## src/rtl/cwlo_pkg.sv

```systemverilog
// constants for the cw local-oscillator quadrature divider
package cwlo_pkg;

	// configuration locations (no software bus; kept for cross-reference)
	localparam logic [11:0] CWLO_DIV_CFG_ADDR   = 12'h02E;
	localparam logic [11:0] CWLO_PHASE_ADDR     = 12'h02D;

	// divide-select field layout and encodings
	localparam int          CWLO_MODE_LSB       = 0;
	localparam int          CWLO_MODE_W         = 3;
	localparam logic [2:0]  CWLO_MODE_DIV4      = 3'h0;
	localparam logic [2:0]  CWLO_MODE_DIV8      = 3'h1;
	localparam logic [2:0]  CWLO_MODE_DIV16     = 3'h2;

	// phase code field layout
	localparam int          CWLO_PHASE_LSB      = 0;
	localparam int          CWLO_PHASE_W        = 4;
	localparam logic [3:0]  CWLO_PHASE_RST      = 4'h0;

	// 16-state sequence; step per cycle sets the division factor
	localparam logic [3:0]  CWLO_STEP_DIV4      = 4'h4;
	localparam logic [3:0]  CWLO_STEP_DIV8      = 4'h2;
	localparam logic [3:0]  CWLO_STEP_DIV16     = 4'h1;
	localparam logic [3:0]  CWLO_COUNT_RST      = 4'h0;
	localparam logic [3:0]  CWLO_QUAD_OFS       = 4'h4;

	// divider reset input conditioning
	localparam int          CWLO_SYNC_STAGES    = 3;
	localparam logic        CWLO_EDGE_RISE      = 1'b0;
	localparam logic        CWLO_EDGE_FALL      = 1'b1;

	// lo periods in clock cycles
	localparam int          CWLO_PER_DIV4       = 4;
	localparam int          CWLO_PER_DIV8       = 8;
	localparam int          CWLO_PER_DIV16      = 16;

endpackage

```

## src/rtl/cwlo_chan.sv

```systemverilog
// one channel: rotated 16-state divider and retimed i/q flip-flops
`timescale 1ns/1ns
module cwlo_chan
	import cwlo_pkg::*;
(
	input  wire logic                    mclk,
	input  wire logic                    sys_rst,
	input  wire logic                    clk_en,
	input  wire logic                    div_sync,
	input  wire logic [3:0]              step,
	input  wire logic [CWLO_PHASE_W-1:0] phase,
	output logic                         lo_i,
	output logic                         lo_q
);

	logic [3:0] count;
	logic [3:0] next_count;
	logic [3:0] rot_state;
	logic [3:0] quad_state;

	// sync pulse parks the sequence at zero
	assign next_count = div_sync ? CWLO_COUNT_RST : 4'(count + step);
	// phase code offsets the state sequence
	assign rot_state  = 4'(count + phase);
	assign quad_state = 4'(rot_state + CWLO_QUAD_OFS); // quarter turn

	// divider chain state
	always_ff @(posedge mclk or posedge sys_rst) begin
		if (sys_rst)
			count <= CWLO_COUNT_RST;
		else if (clk_en)
			count <= next_count;
	end

	// final flops on the lo clock itself keep adder glitches off the
	// outputs; msb of a 16-state wrap is high for exactly half
	always_ff @(posedge mclk or posedge sys_rst) begin
		if (sys_rst) begin
			lo_i <= 1'b0;
			lo_q <= 1'b0;
		end else if (clk_en) begin
			lo_i <= rot_state[3];
			lo_q <= quad_state[3];
		end
	end

endmodule // cwlo_chan

```

## src/rtl/cwlo_divider.sv

```systemverilog
// cw lo quadrature divider top: reset conditioning and channel array
// Summary of operation
// - lo phases come from dividing the lo clock by 4, 8 or 16
// - a 3-bit select field picks the division factor
// - final lo flip-flops are clocked directly by the lo clock
// - divide-by-4 and divide-by-8 outputs have 50 percent duty
// - a rising edge on the divider reset returns dividers to zero
// - divider reset may be sampled on rising or falling lo edge
// - each channel holds a 4-bit phase code of 22.5 degree steps
// - in divide-by-16 a code one higher leads by 22.5 degrees; equal codes in phase
`timescale 1ns/1ns
module cwlo_divider
	import cwlo_pkg::*;
#(
	parameter int NUM_CH = 8
) (
	input  wire logic                           mclk,
	input  wire logic                           sys_rst,
	input  wire logic                           clk_en,
	input  wire logic                           div_rst_pin,
	input  wire logic                           rst_edge_sel,
	input  wire logic [CWLO_MODE_W-1:0]         div_mode,
	input  wire logic [NUM_CH*CWLO_PHASE_W-1:0] phase_code,
	output logic      [NUM_CH-1:0]              lo_i_out,
	output logic      [NUM_CH-1:0]              lo_q_out,
	output logic                                div_sync_pulse
);

	logic [CWLO_SYNC_STAGES-1:0] rise_sync;
	logic [CWLO_SYNC_STAGES-1:0] fall_sync;
	logic                        rst_level;
	logic                        next_rst_level;
	logic                        rise_agree;
	logic                        fall_agree;
	logic [3:0]                  div_step;
	logic                        divide_by_four_mode;
	logic                        divide_by_eight_mode;
	logic                        divide_by_sixteen_mode;

	// rising-edge sampler; stage 0 feeds stage 1 only
	always_ff @(posedge mclk or posedge sys_rst) begin
		if (sys_rst)
			rise_sync <= '0;
		else if (clk_en)
			rise_sync <= {rise_sync[1:0], div_rst_pin};
	end

	// falling-edge sampler, for a reset aligned to the rising edge
	always_ff @(negedge mclk or posedge sys_rst) begin
		if (sys_rst)
			fall_sync <= '0;
		else if (clk_en)
			fall_sync <= {fall_sync[1:0], div_rst_pin};
	end

	// a level counts once the last two stages agree
	assign rise_agree     = rise_sync[1] == rise_sync[2];
	assign fall_agree     = fall_sync[1] == fall_sync[2];
	assign next_rst_level = (rst_edge_sel == CWLO_EDGE_FALL) ?
		(fall_agree ? fall_sync[2] : rst_level) :
		(rise_agree ? rise_sync[2] : rst_level);

	// edge-triggered: only the low-to-high change resets, so a reset
	// toggling at the lo rate re-aligns every period
	always_ff @(posedge mclk or posedge sys_rst) begin
		if (sys_rst) begin
			rst_level      <= 1'b0;
			div_sync_pulse <= 1'b0;
		end else if (clk_en) begin
			rst_level      <= next_rst_level;
			div_sync_pulse <= next_rst_level & ~rst_level;
		end
	end

	// division select decode; unused codes fall back to divide-by-4
	assign divide_by_eight_mode   = div_mode == CWLO_MODE_DIV8;
	assign divide_by_sixteen_mode = div_mode == CWLO_MODE_DIV16;
	assign divide_by_four_mode    = ~divide_by_eight_mode &
	                                ~divide_by_sixteen_mode;
	assign div_step = divide_by_sixteen_mode ? CWLO_STEP_DIV16 :
	                  divide_by_eight_mode   ? CWLO_STEP_DIV8  :
	                                           CWLO_STEP_DIV4;

	// one divider per channel, all released by the same pulse so equal
	// codes stay in phase
	for (genvar ch = 0; ch < NUM_CH; ch++) begin : g_chan
		cwlo_chan u_chan (
			.mclk     (mclk),
			.sys_rst  (sys_rst),
			.clk_en   (clk_en),
			.div_sync (div_sync_pulse),
			.step     (div_step),
			.phase    (phase_code[ch*CWLO_PHASE_W +: CWLO_PHASE_W]),
			.lo_i     (lo_i_out[ch]),
			.lo_q     (lo_q_out[ch])
		);
	end

	// helper: cycles since anything disturbed the steady pattern
	logic [4:0]                        quiet_cnt;
	logic [CWLO_MODE_W-1:0]            mode_prev;
	logic [NUM_CH*CWLO_PHASE_W-1:0]    code_prev;
	logic                              disturb;
	logic                              steady;
	logic [3:0]                        code0;
	logic [3:0]                        code1;

	assign code0   = phase_code[3:0];
	assign code1   = phase_code[7:4];
	assign disturb = ~clk_en | div_sync_pulse | (div_mode != mode_prev) |
	                 (phase_code != code_prev);
	assign steady  = quiet_cnt >= 5'h14;

	always_ff @(posedge mclk or posedge sys_rst) begin
		if (sys_rst) begin
			quiet_cnt <= 5'h00;
			mode_prev <= '0;
			code_prev <= '0;
		end else begin
			mode_prev <= div_mode;
			code_prev <= phase_code;
			if (disturb)
				quiet_cnt <= 5'h00;
			else if (quiet_cnt != 5'h1F)
				quiet_cnt <= 5'(quiet_cnt + 5'h01);
		end
	end
endmodule // cwlo_divider

```

## config.mk

```make
export PLATFORM = sky130hd
export DESIGN_NAME = cwlo_divider
export DESIGN_NICKNAME = d
export VERILOG_FILES = /design/src/rtl/cwlo_pkg.sv /design/src/rtl/cwlo_chan.sv /design/src/rtl/cwlo_divider.sv
export SDC_FILE = /design/constraint.sdc
export NUM_CORES = 1
export LEC_CHECK = 0
export BUFFER_PORTS_ARGS = -buffer_cell sky130_fd_sc_hd__buf_2
export CAP_MARGIN = 20
export CORE_MARGIN = 4
export CORE_UTILIZATION = 58
export DETAILED_ROUTE_END_ITERATION = 7
export PLACE_DENSITY = 0.8
export REMOVE_ABC_BUFFERS = 1
export SLEW_MARGIN = 20
export SYNTH_ARGS = -nofsm -noshare
export SYNTH_HDL_FRONTEND = slang
export SYNTH_HIERARCHICAL = 1
export SYNTH_SLANG_ARGS = --single-unit
```

## constraint.sdc

```tcl
create_clock -name mclk -period 1.75 [get_ports mclk]
set_input_delay 0.0875 -clock mclk [delete_from_list [all_inputs] [get_ports mclk]]
set_output_delay 0.0875 -clock mclk [all_outputs]
set_load 0.02 [all_outputs]
```

# Yosys cells after proc, flatten, opt, wreduce, memory -nomap -nowiden
# Index checks and enable logic that the tools add are counted.
classes:
  n_addsub: 24
  eq_ne: 4
  muxes: 13
  n_bitwise: 2
ops:
  columns: ["operator", "n"]
  rows:
  - ["adder 4 x 3 -> 4 bit", 8]
  - ["adder 4 x 3 -> 4 bit, second input constant", 8]
  - ["adder 4 bit", 8]
  - ["2-to-1 mux 4 bit", 8]
  - ["2-to-1 mux 3 bit", 2]
  - ["equality test 3 x 1 -> 1 bit, second input constant", 1]
  - ["equality test 3 x 2 -> 1 bit, second input constant", 1]
  - ["2-to-1 mux 1 bit", 3]
  - ["equality test 1 bit", 2]
  - ["AND 1 bit", 1]
  - ["NOT 1 bit", 1]
word_totals:
  ff_bits: 56
  inputBits: 40
  out_inout_bits: 17
  elab_cells: 71

# Depth between registers and ports, before layout
# Gate-level depths: netlist of run 1.
logic_depth:
  word_depth: 5
  depth_mapped: 6

# Hierarchy
# The synthesis of run 1 kept the hierarchy.
modules_own_cells:
  columns: ["module", "n_inst", "cells_each", "area_per_inst_um2", "seq_area_each_um2"]
  rows:
  - ["cwlo_chan at g_chan[0].u_chan ...", 4, 46, 466.7, 150.1]
  - ["cwlo_chan at g_chan[4].u_chan ...", 4, 44, 466.7, 150.1]
  - ["cwlo_divider", 1, 33, 351.6, 200.2]

==> results of run 1 <==
layout make-up:
cell class	instances	area (um2)
Sequential cell	56	1400
Multi-Input combinational cell	311	2640
Tap cell	96	120
Fill cell	512	2010
Timing Repair Buffer	72	419
Clock inverter	3	22.5
Clock buffer	5	68.8
Inverter	40	150
worst min-delay path, cell delays in order:
cell and delay, ns:
buf_2 0.07, nand2_1 0.05, o21ai_0 0.07
worst max path at each step:
stage	startpoint	to	slack, ns	depth (start not counted)
detailed placement	div_mode[1]	g_chan[5].u_chan/count[3]$_DFFE_PP0P_	-0.37	7
finish	fall_sync[2]$_DFFE_NP0P_	rst_level$_DFFE_PP0P_	-0.05	3
floorplan	div_mode[1]	g_chan[4].u_chan/count[3]$_DFFE_PP0P_	-1.76	6
global route	fall_sync[2]$_DFFE_NP0P_	div_sync_pulse$_DFFE_PP0P_	-0.09	3
global placement	div_mode[1]	g_chan[6].u_chan/count[3]$_DFFE_PP0P_	-0.34	7
CTS	fall_sync[2]$_DFFE_NP0P_	div_sync_pulse$_DFFE_PP0P_	-0.06	3
what timing repair did:
| action | 4_1_cts | 5_1_grt |
|---|---|---|
| hold endpoints to repair | 53 | 0 |
| hold buffers | 1 | 0 |
| pin swaps | 2 | 3 |
| gates resized for setup | 3 | 9 |
| setup endpoints to repair | 8 | 10 |
power groups by stage:
stage | logic [W] | registers, W | clock network, W
after detailed placement | 0.00387 | 0.00232 | 0
after global placement | 0.00367 | 0.00229 | 0
after global routing | 0.00437 | 0.00241 | 0.000808
after CTS | 0.00390 | 0.00230 | 0.000757
after floorplan | 0.00271 | 0.00253 | 0
final | 0.00391 | 0.00231 | 0.000737
state kept, by name, indices dropped and copies added, names as in the netlist:
name	flops
fall_sync	3
g_chan.u_chan/lo_q	8
rst_level	1
rise_sync	3
g_chan.u_chan/lo_i	8
g_chan.u_chan/count	32
div_sync_pulse	1
cell usage in the layout, fill, tap and decap left out, types with 13 or more instances in the layout:
cell type / Yosys / routed
buf_2: 5 / 56
dfrtp_1: 53 / 53
inv_1: 40 / 40
ha_1: 40 / 40
xnor2_1: 32 / 32
conb_1: 1 / 24
nor2b_1: 20 / 20
nor2_1: 19 / 18
nand2_1: 17 / 17
mux2i_1: 16 / 16
buf_4: 0 / 13
cells by family after synthesis:
| logic type | count (synthesis) |
|---|---|
| AO/OA/AOI/OAI | 76 |
| XOR/XNOR | 48 |
| adder cells (fa/ha/maj) | 48 |
| buffers and inverters | 49 |
| flip-flops | 56 |
| multiplexers | 32 |
| other | 1 |
| AND/OR/NAND/NOR | 83 |
layer usage:
metal	global-route usage [%]	share of wire (%)	routed length (um)
met4	3.71	0.65	51
met2	34.5	49	3860
met1	25.4	46	3590
met3	3.20	3.8	300
met5	0	0	0
through the flow:
| stage | worst slack [ns] | utilization (%) |
|---|---|---|
| finish | -0.0481 | 70.6 |
| global route | -0.0917 | 70.6 |
| CTS | -0.0573 | 69.9 |
| detailed placement | -0.367 | 68.3 |
| global placement | -0.345 | 68.3 |
| floorplan | -1.76 | - |
==> impl_metrics.yaml, run 1 <==
logic_synthesis:
  syn_inst: 393
  synth-simple-area-share_pct: 11.4
  async_flop_share_pct: 100
  synth_top_area_cell: "dfrtp_1"
  ys_warn_count: 6
  synth_mux_area_share_pct: 9.07
  syn_area_mm2: 0.00409
  synth_edf_count: 0
  synth.avg_cell_area_um2: 10.4
  synth_compound_area_share_pct: 12.5
  synth_xor_area_share_pct: 11.8
  synth_area_leaders: "dfrtp_1 32%, ha_1 12%, xnor2_1 6.9%, fa_1 3.9%, mux2i_1 3.9%"
  synth_most_common_cell: "dfrtp_1"
  synth_fa_ha_area_share_pct: 16.2
  synthFlopType: "dfrtp_1"
  synth_top_cell_area_share_pct: 32.5
  synth.distinct_cells: 30
  seq_area_frac_synth_pct: 34.3
  synth_top_family_by_area: "adder cells"
  synth-seq-cells: 56
  yosys-top-cells-count: "53 x dfrtp_1, 40 x ha_1, 40 x inv_1"
floorplanning:
  core_mm2: 0.00683
  die_h_um: 91.9
  rows: 30
  start_util_pct: 59.8
  die_w_um: 91.9
  die-area_mm2: 0.00845
  io-pin-count: 57
cells_and_area:
  areaGrowthSynthToFinish_pct: 18.1
  finalNonFillerCells: 583
  nNetsFinal: 574
  final_area_mm2: 0.00483
  diodes: 0
  drive_above_1_share_pct: 25.3
worst_setup_path:
  rrSetupSlack_ns: -0.05
  crit_required_ns: 2.00
  worst-setup-path-type: "reg2reg"
  cp_data_arrival_time_ns: 2.05
  crit_chain: "a21oi_2 -> o32a_1 -> a21oi_1"
  cp_slowest_cell: "dfrtn_1"
  cp_top_family: "flip-flops"
  rr_worst_depth: 3
  rr_endpoint: "rst_level$_DFFE_PP0P_"
  crit-reg2reg-launch: "fall_sync[2]$_DFFE_NP0P_"
  cp_max_fo: 3
  critPathMaxStageDelay_ns: 0.47
  startpoint_type: "register"
  critical_path_buf_inv_count: 0
  cp-end-kind: "register"
min_path:
  hold_path.class: "in2reg"
  worstHoldStart: "div_rst_pin"
  holdPathEnd: "rise_sync[0]$_DFFE_PP0P_"
  whs_path_depth: 3
flow_run:
  max_cap_violations: 0
clock_tree:
  clock_path_buffers: 2
  cts.sinks: 56
  cts_buffers: 5
  clock_latency_ns: 0.31
  cts_setup_buffers: 0
  cts_tree: "done"
  clock_tree.root_cell: "clkbuf_8"
  cts_max_level: 2
  cts.clk_slew.worst_paths_ns: 0.11
routing:
  ant_nets: 0
  vias_per_cell: 5.18
  drt-pass1-iter-count: 4
  drt-initial-drc-count: 101
  routed_wl_um: 7800
  drc_errors: 0
  vias: 3022
  routedWlPerCell_um: 13.4
power_and_ir_drop:
  p_total_w: 0.00696
  peakVddDrop_mv: 0.734
  p_per_area_mw_per_mm2: 1440
  sw_frac_of_total_pct: 39.9
  internal_power_w: 0.00418
  seqPwrFrac_pct: 33.2
  pwr-share-clk_pct: 10.6
  p_leak_nw: 2.50
  p_comb_share_pct: 56.2
  p_sw_w: 0.00277
sta:
  fin_skew_ns: 0.0101
  slew-limit-headroom_pct: 44.5
  hold_viol: 0
  worst_slack_ns: -0.0481
  fin_hold_ws_ns: 0.0102
  max_slew.worst_pin.slew_ns: 0.833
  rsz0062_at_grt: "true"
  finalSetupTns_ns: -0.0919
  drv_slew: 0
  setup_viol: 2
outcome:
  outcome: "complete, but fails checks"
  violations: "negative setup slack"
place:
  dp_hpwl_um: 5830
  gp_congestion: 0.795
  dpl-instance-area_mm2: 0.00467
  portBuffers: 56
  placedCellCount: 574
grt:
  grt.total_usage_pct: 19.5
  grt_pass1_vias: 3148
  grt_pass1_wl_um: 13800
  grt_max_degree: 81
  grt-ovfl-total: 0
  grt_antenna_before_repair: 0
No activity file was read; power rests on OpenSTA's default activity.
==> run 2: changes to the inputs <==
--- a/config.mk
+++ b/config.mk
@@ -12,6 +12,7 @@
 export DETAILED_ROUTE_END_ITERATION = 7
 export PLACE_DENSITY = 0.8
 export REMOVE_ABC_BUFFERS = 1
+export SKIP_CTS_REPAIR_TIMING = 1
 export SLEW_MARGIN = 20
 export SYNTH_ARGS = -nofsm -noshare
 export SYNTH_HDL_FRONTEND = slang
==> run 2 against run 1 <==
  * The run still ends with negative setup slack left
  * Sequential share of layout area stayed put
  * Cell count stayed put
  * Die area stayed put
  * Clock skew hardly changed
  * Clock power hardly changed
  * Largest cell class unchanged
==> impl_metrics.yaml, run 2 (synthesis results as in run 1) <==
floorplanning:
  core_mm2: 0.00683
  rows: 30
  io-pin-count: 57
  die-area_mm2: 0.00845
  die_w_um: 91.9
  die_h_um: 91.9
  start_util_pct: 59.8
cells_and_area:
  top_register: "g_chan.u_chan/count"
  largestRegisters: "g_chan.u_chan/count x32, g_chan.u_chan/lo_i x8, g_chan.u_chan/lo_q x8"
  drive_above_1_share_pct: 25.3
  areaGrowthSynthToFinish_pct: 18.1
  diodes: 0
  nNetsFinal: 574
  final_common_cell: "buf_2"
  fin_util_pct: 70.6
  finalNonFillerCells: 583
  largest_reg_flops: 32
  final_cell_mix: "56 x buf_2, 53 x dfrtp_1, 40 x inv_1, 40 x ha_1, 32 x xnor2_1"
outcome:
  outcome: "complete, but fails checks"
  violations: "negative setup slack"
sta:
  rsz0062_at_grt: "true"
  finalSetupTns_ns: -0.113
  drv_slew: 0
  hold_viol: 0
  fin_skew_ns: 0.0101
  fin_hold_ws_ns: 0.00928
  worst_slack_ns: -0.0651
  max_slew.worst_pin.slew_ns: 0.833
  setup_viol: 2
  slew-limit-headroom_pct: 44.4
power_and_ir_drop:
  p_total_w: 0.00695
  peakVddDrop_mv: 0.735
  p_sw_w: 0.00277
  sw_frac_of_total_pct: 39.8
  p_per_area_mw_per_mm2: 1440
  p_comb_share_pct: 56.2
  p_leak_nw: 2.50
  internal_power_w: 0.00418
  pwr-share-clk_pct: 10.6
  seqPwrFrac_pct: 33.2
clock_tree:
  cts.clk_slew.worst_paths_ns: 0.11
  clock_tree.root_cell: "clkbuf_8"
  cts.sinks: 56
  cts_max_level: 2
  clock_latency_ns: 0.31
  cts_buffers: 5
  cts_tree: "done"
  clock_path_buffers: 2
worst_setup_path:
  rr_worst_depth: 3
  startpoint_type: "register"
  cp_data_arrival_time_ns: 2.05
  worst-setup-path-type: "reg2reg"
  cp_max_fo: 3
  crit_required_ns: 1.99
  cp-end-kind: "register"
routing:
  drt-pass1-iter-count: 4
  routedWlPerCell_um: 13.4
  drc_errors: 0
  vias_per_cell: 5.19
  drt-initial-drc-count: 98
  vias: 3025
  routed_wl_um: 7790
  ant_nets: 0
min_path:
  whs_path_depth: 3
  hold_path.class: "in2reg"
place:
  gp_congestion: 0.795
  portBuffers: 56
  placedCellCount: 574
  dp_hpwl_um: 5830
grt:
  grt_max_degree: 81
  grt_antenna_before_repair: 0
  grt.total_usage_pct: 19.5
  grt_pass1_wl_um: 13700
  grt_pass1_vias: 3130
  grt-ovfl-total: 0
flow_run:
  max_cap_violations: 0
run 2: final timing paths:
path | slack [ns] | startpoint | to
max | -0.07 | fall_sync[2]$_DFFE_NP0P_ | div_sync_pulse$_DFFE_PP0P_
max in group asynchronous | 0.34 | sys_rst | fall_sync[0]$_DFFE_NP0P_
min | 0.009 | div_rst_pin | rise_sync[0]$_DFFE_PP0P_
min reg2reg | 0.47 | fall_sync[0]$_DFFE_NP0P_ | fall_sync[1]$_DFFE_NP0P_
min in group asynchronous | 0.33 | sys_rst | g_chan[1].u_chan/count[1]$_DFFE_PP0P_
max reg2reg | -0.07 | fall_sync[2]$_DFFE_NP0P_ | div_sync_pulse$_DFFE_PP0P_
run 2: layout make-up:
| cell class | count | area, um2 |
|---|---|---|
| Multi-Input combinational cell | 311 | 2640 |
| Fill cell | 512 | 2010 |
| Sequential cell | 56 | 1400 |
| Timing Repair Buffer | 72 | 419 |
| Inverter | 40 | 150 |
| Tap cell | 96 | 120 |
| Clock buffer | 5 | 68.8 |
| Clock inverter | 3 | 22.5 |
run 2: worst max-delay path, stage by stage, from the launching register on:
cell,delay (ns)
dfrtn_1,0.47
o21ai_2,0.06
o32a_1,0.20
o22ai_2,0.13
run 2: power by group through the flow:
stage | Combinational (W) | Sequential (W) | Clock, W
CTS | 0.00389 | 0.00230 | 0.000757
global placement | 0.00367 | 0.00229 | 0
finish | 0.00391 | 0.00231 | 0.000737
detailed placement | 0.00387 | 0.00232 | 0
global route | 0.00437 | 0.00241 | 0.000808
floorplan | 0.00271 | 0.00253 | 0
run 2: layer usage:
layer  vias up  global-route usage (%)  share of wire (%)
met5         -                       0                  0
met4         0                    3.71               0.66
met3         5                    3.28                3.6
met2        43                    34.4                 50
met1      1468                    25.3                 46
li1       1509                       -                  -
run 2: through the flow:
step                area (um2)  setup slack (ns)
floorplan                 4130             -1.76
global placement          4670            -0.345
detailed placement        4670            -0.367
CTS                       4760           -0.0795
global route              4830            -0.117
finish                    4830           -0.0651
==> run 3: changes to the inputs <==
--- a/config.mk
+++ b/config.mk
@@ -11,7 +11,6 @@
 export CORE_UTILIZATION = 58
 export DETAILED_ROUTE_END_ITERATION = 7
 export PLACE_DENSITY = 0.8
-export REMOVE_ABC_BUFFERS = 1
 export SKIP_CTS_REPAIR_TIMING = 1
 export SLEW_MARGIN = 20
 export SYNTH_ARGS = -nofsm -noshare
==> run 3 against run 2 <==
  * The flow still finishes with violations (negative setup slack)
  * Largest cell class unchanged
  * Sequential power about the same
  * Combinational power rose by 3%
  * Core utilization is 1.7 points higher
  * Via count up 1.9%
  * Sequential cell count did not move
  * Cell count up 1.0%
  * Count of clock-buffer cells in the layout is the same
  * Critical path type unchanged
  * Cell area rose by 2.4%
  * Setup slack improved by 0.020 ns
==> impl_metrics.yaml, run 3 (synthesis results as in run 1) <==
outcome:
  outcome: "complete, but fails checks"
  violations: "negative setup slack"
floorplanning:
  die-area_mm2: 0.00845
  die_h_um: 91.9
  rows: 30
  io-pin-count: 57
  core_mm2: 0.00683
  die_w_um: 91.9
  start_util_pct: 59.8
routing:
  routedWlPerCell_um: 14.2
  drc_errors: 0
  drt-pass1-iter-count: 4
  drt-initial-drc-count: 102
  routed_wl_um: 8380
  vias: 3083
  vias_per_cell: 5.23
  ant_nets: 0
cells_and_area:
  finalNonFillerCells: 589
  fillers: 522
  largest_reg_flops: 32
  multi_input_area_mm2: 0.00269
  final_common_cell: "buf_2"
  areaGrowthSynthToFinish_pct: 20.9
  diodes: 0
  final_area_mm2: 0.00494
  final_cell_mix: "56 x buf_2, 49 x dfrtp_1, 40 x inv_1, 40 x ha_1, 32 x xnor2_1"
  nNetsFinal: 580
  largestRegisters: "g_chan.u_chan/count x32, g_chan.u_chan/lo_i x8, g_chan.u_chan/lo_q x8"
  top_register: "g_chan.u_chan/count"
  final-seq-area_mm2: 0.00141
  drive_above_1_share_pct: 26.8
sta:
  fin_skew_ns: 0.00646
  max_slew.worst_pin.slew_ns: 0.575
  drv_slew: 0
  setup_viol: 2
  slew-limit-headroom_pct: 61.6
  worst_slack_ns: -0.0447
  hold_viol: 0
  finalSetupTns_ns: -0.0872
  rsz0062_at_grt: "true"
worst_setup_path:
  critPathMaxStageDelay_ns: 0.46
  startpoint_type: "register"
  cp-end-kind: "register"
  cp_data_arrival_time_ns: 2.05
  crit_chain: "o21ai_1 -> o32a_1 -> a21oi_2"
  crit_required_ns: 2.01
  worst-setup-path-type: "reg2reg"
  cp_slowest_cell: "dfrtn_1"
  rrSetupSlack_ns: -0.04
  cp_max_fo: 3
power_and_ir_drop:
  p_total_w: 0.00727
  peakVddDrop_mv: 0.724
  p_per_area_mw_per_mm2: 1470
  p_leak_nw: 2.53
clock_tree:
  clock_latency_ns: 0.32
  cts_buffers: 5
  cts_max_level: 2
  cts.clk_slew.worst_paths_ns: 0.11
  clock_path_buffers: 2
  cts.sinks: 56
  clock_tree.root_cell: "clkbuf_8"
  cts_tree: "done"
grt:
  grt-ovfl-total: 0
  grt_pass1_wl_um: 14500
  grt_antenna_before_repair: 0
  grt_max_degree: 50
  grt.total_usage_pct: 21.1
  grt_pass1_vias: 3248
place:
  placedCellCount: 577
  portBuffers: 56
  dpl-instance-area_mm2: 0.00470
  dp_hpwl_um: 6160
  gp_congestion: 0.741
flow_run:
  max_cap_violations: 0
min_path:
  hold_path.class: "in2reg"
run 3: cell types whose count changed in the layout (fill, tap and decap cells not counted), sizes merged:
cell	change
bufinv	+1
buf	+5
clkinv	-2
dlygate4sd3	+1
clkinvlp	+1
run 3: critical path, delay by kind of cell (launching register included):
kind,cells,cell delay (ns)
flops,1,0.46
compound gates,3,0.41
run 3: worst paths after layout:
path / cells past startpoint / from / endpoint
max: 3 / fall_sync[2]$_DFFE_NP0P_ / rst_level$_DFFE_PP0P_
min: 3 / clk_en / rise_sync[0]$_DFFE_PP0P_
max reg2reg: 3 / fall_sync[2]$_DFFE_NP0P_ / rst_level$_DFFE_PP0P_
min reg2reg: 1 / fall_sync[0]$_DFFE_NP0P_ / fall_sync[1]$_DFFE_NP0P_
max in group asynchronous: 3 / sys_rst / fall_sync[0]$_DFFE_NP0P_
min in group asynchronous: 3 / sys_rst / g_chan[7].u_chan/lo_q$_DFFE_PP0P_
run 3: area by class of cell:
cell class	instances	share of cell area, %
Timing Repair Buffer	78	9.37
Multi-Input combinational cell	311	54.4
Inverter	40	3.04
Sequential cell	56	28.5
Clock buffer	5	1.39
Clock inverter	3	0.937
Tap cell	96	2.43
run 3: per-stage QoR:
step | hold slack (ns) | util [%] | worst slack [ns]
after floorplan | -0.122 | - | -0.162
after global placement | 0.129 | 68.8 | -0.380
after detailed placement | 0.129 | 68.8 | -0.450
after CTS | -0.228 | 70.5 | -0.116
after global routing | 0.0964 | 72.3 | -0.100
final | 0.0680 | 72.3 | -0.0447
run 3: report_power, final:
| part | internal, W | switching (W) |
|---|---|---|
| Combinational | 0.00212 | 0.00192 |
| Clock | 0.000432 | 0.000457 |
| Sequential | 0.00184 | 0.000505 |
run 3: routing by layer:
| layer | up-vias | global-route usage [%] | share of wire, % |
|---|---|---|---|
| met2 | 49 | 37.3 | 51 |
| met1 | 1502 | 26.4 | 44 |
| met4 | 0 | 7.18 | 1.9 |
| met5 | - | 0 | 0 |
| li1 | 1519 | - | - |
| met3 | 13 | 2.87 | 2.8 |
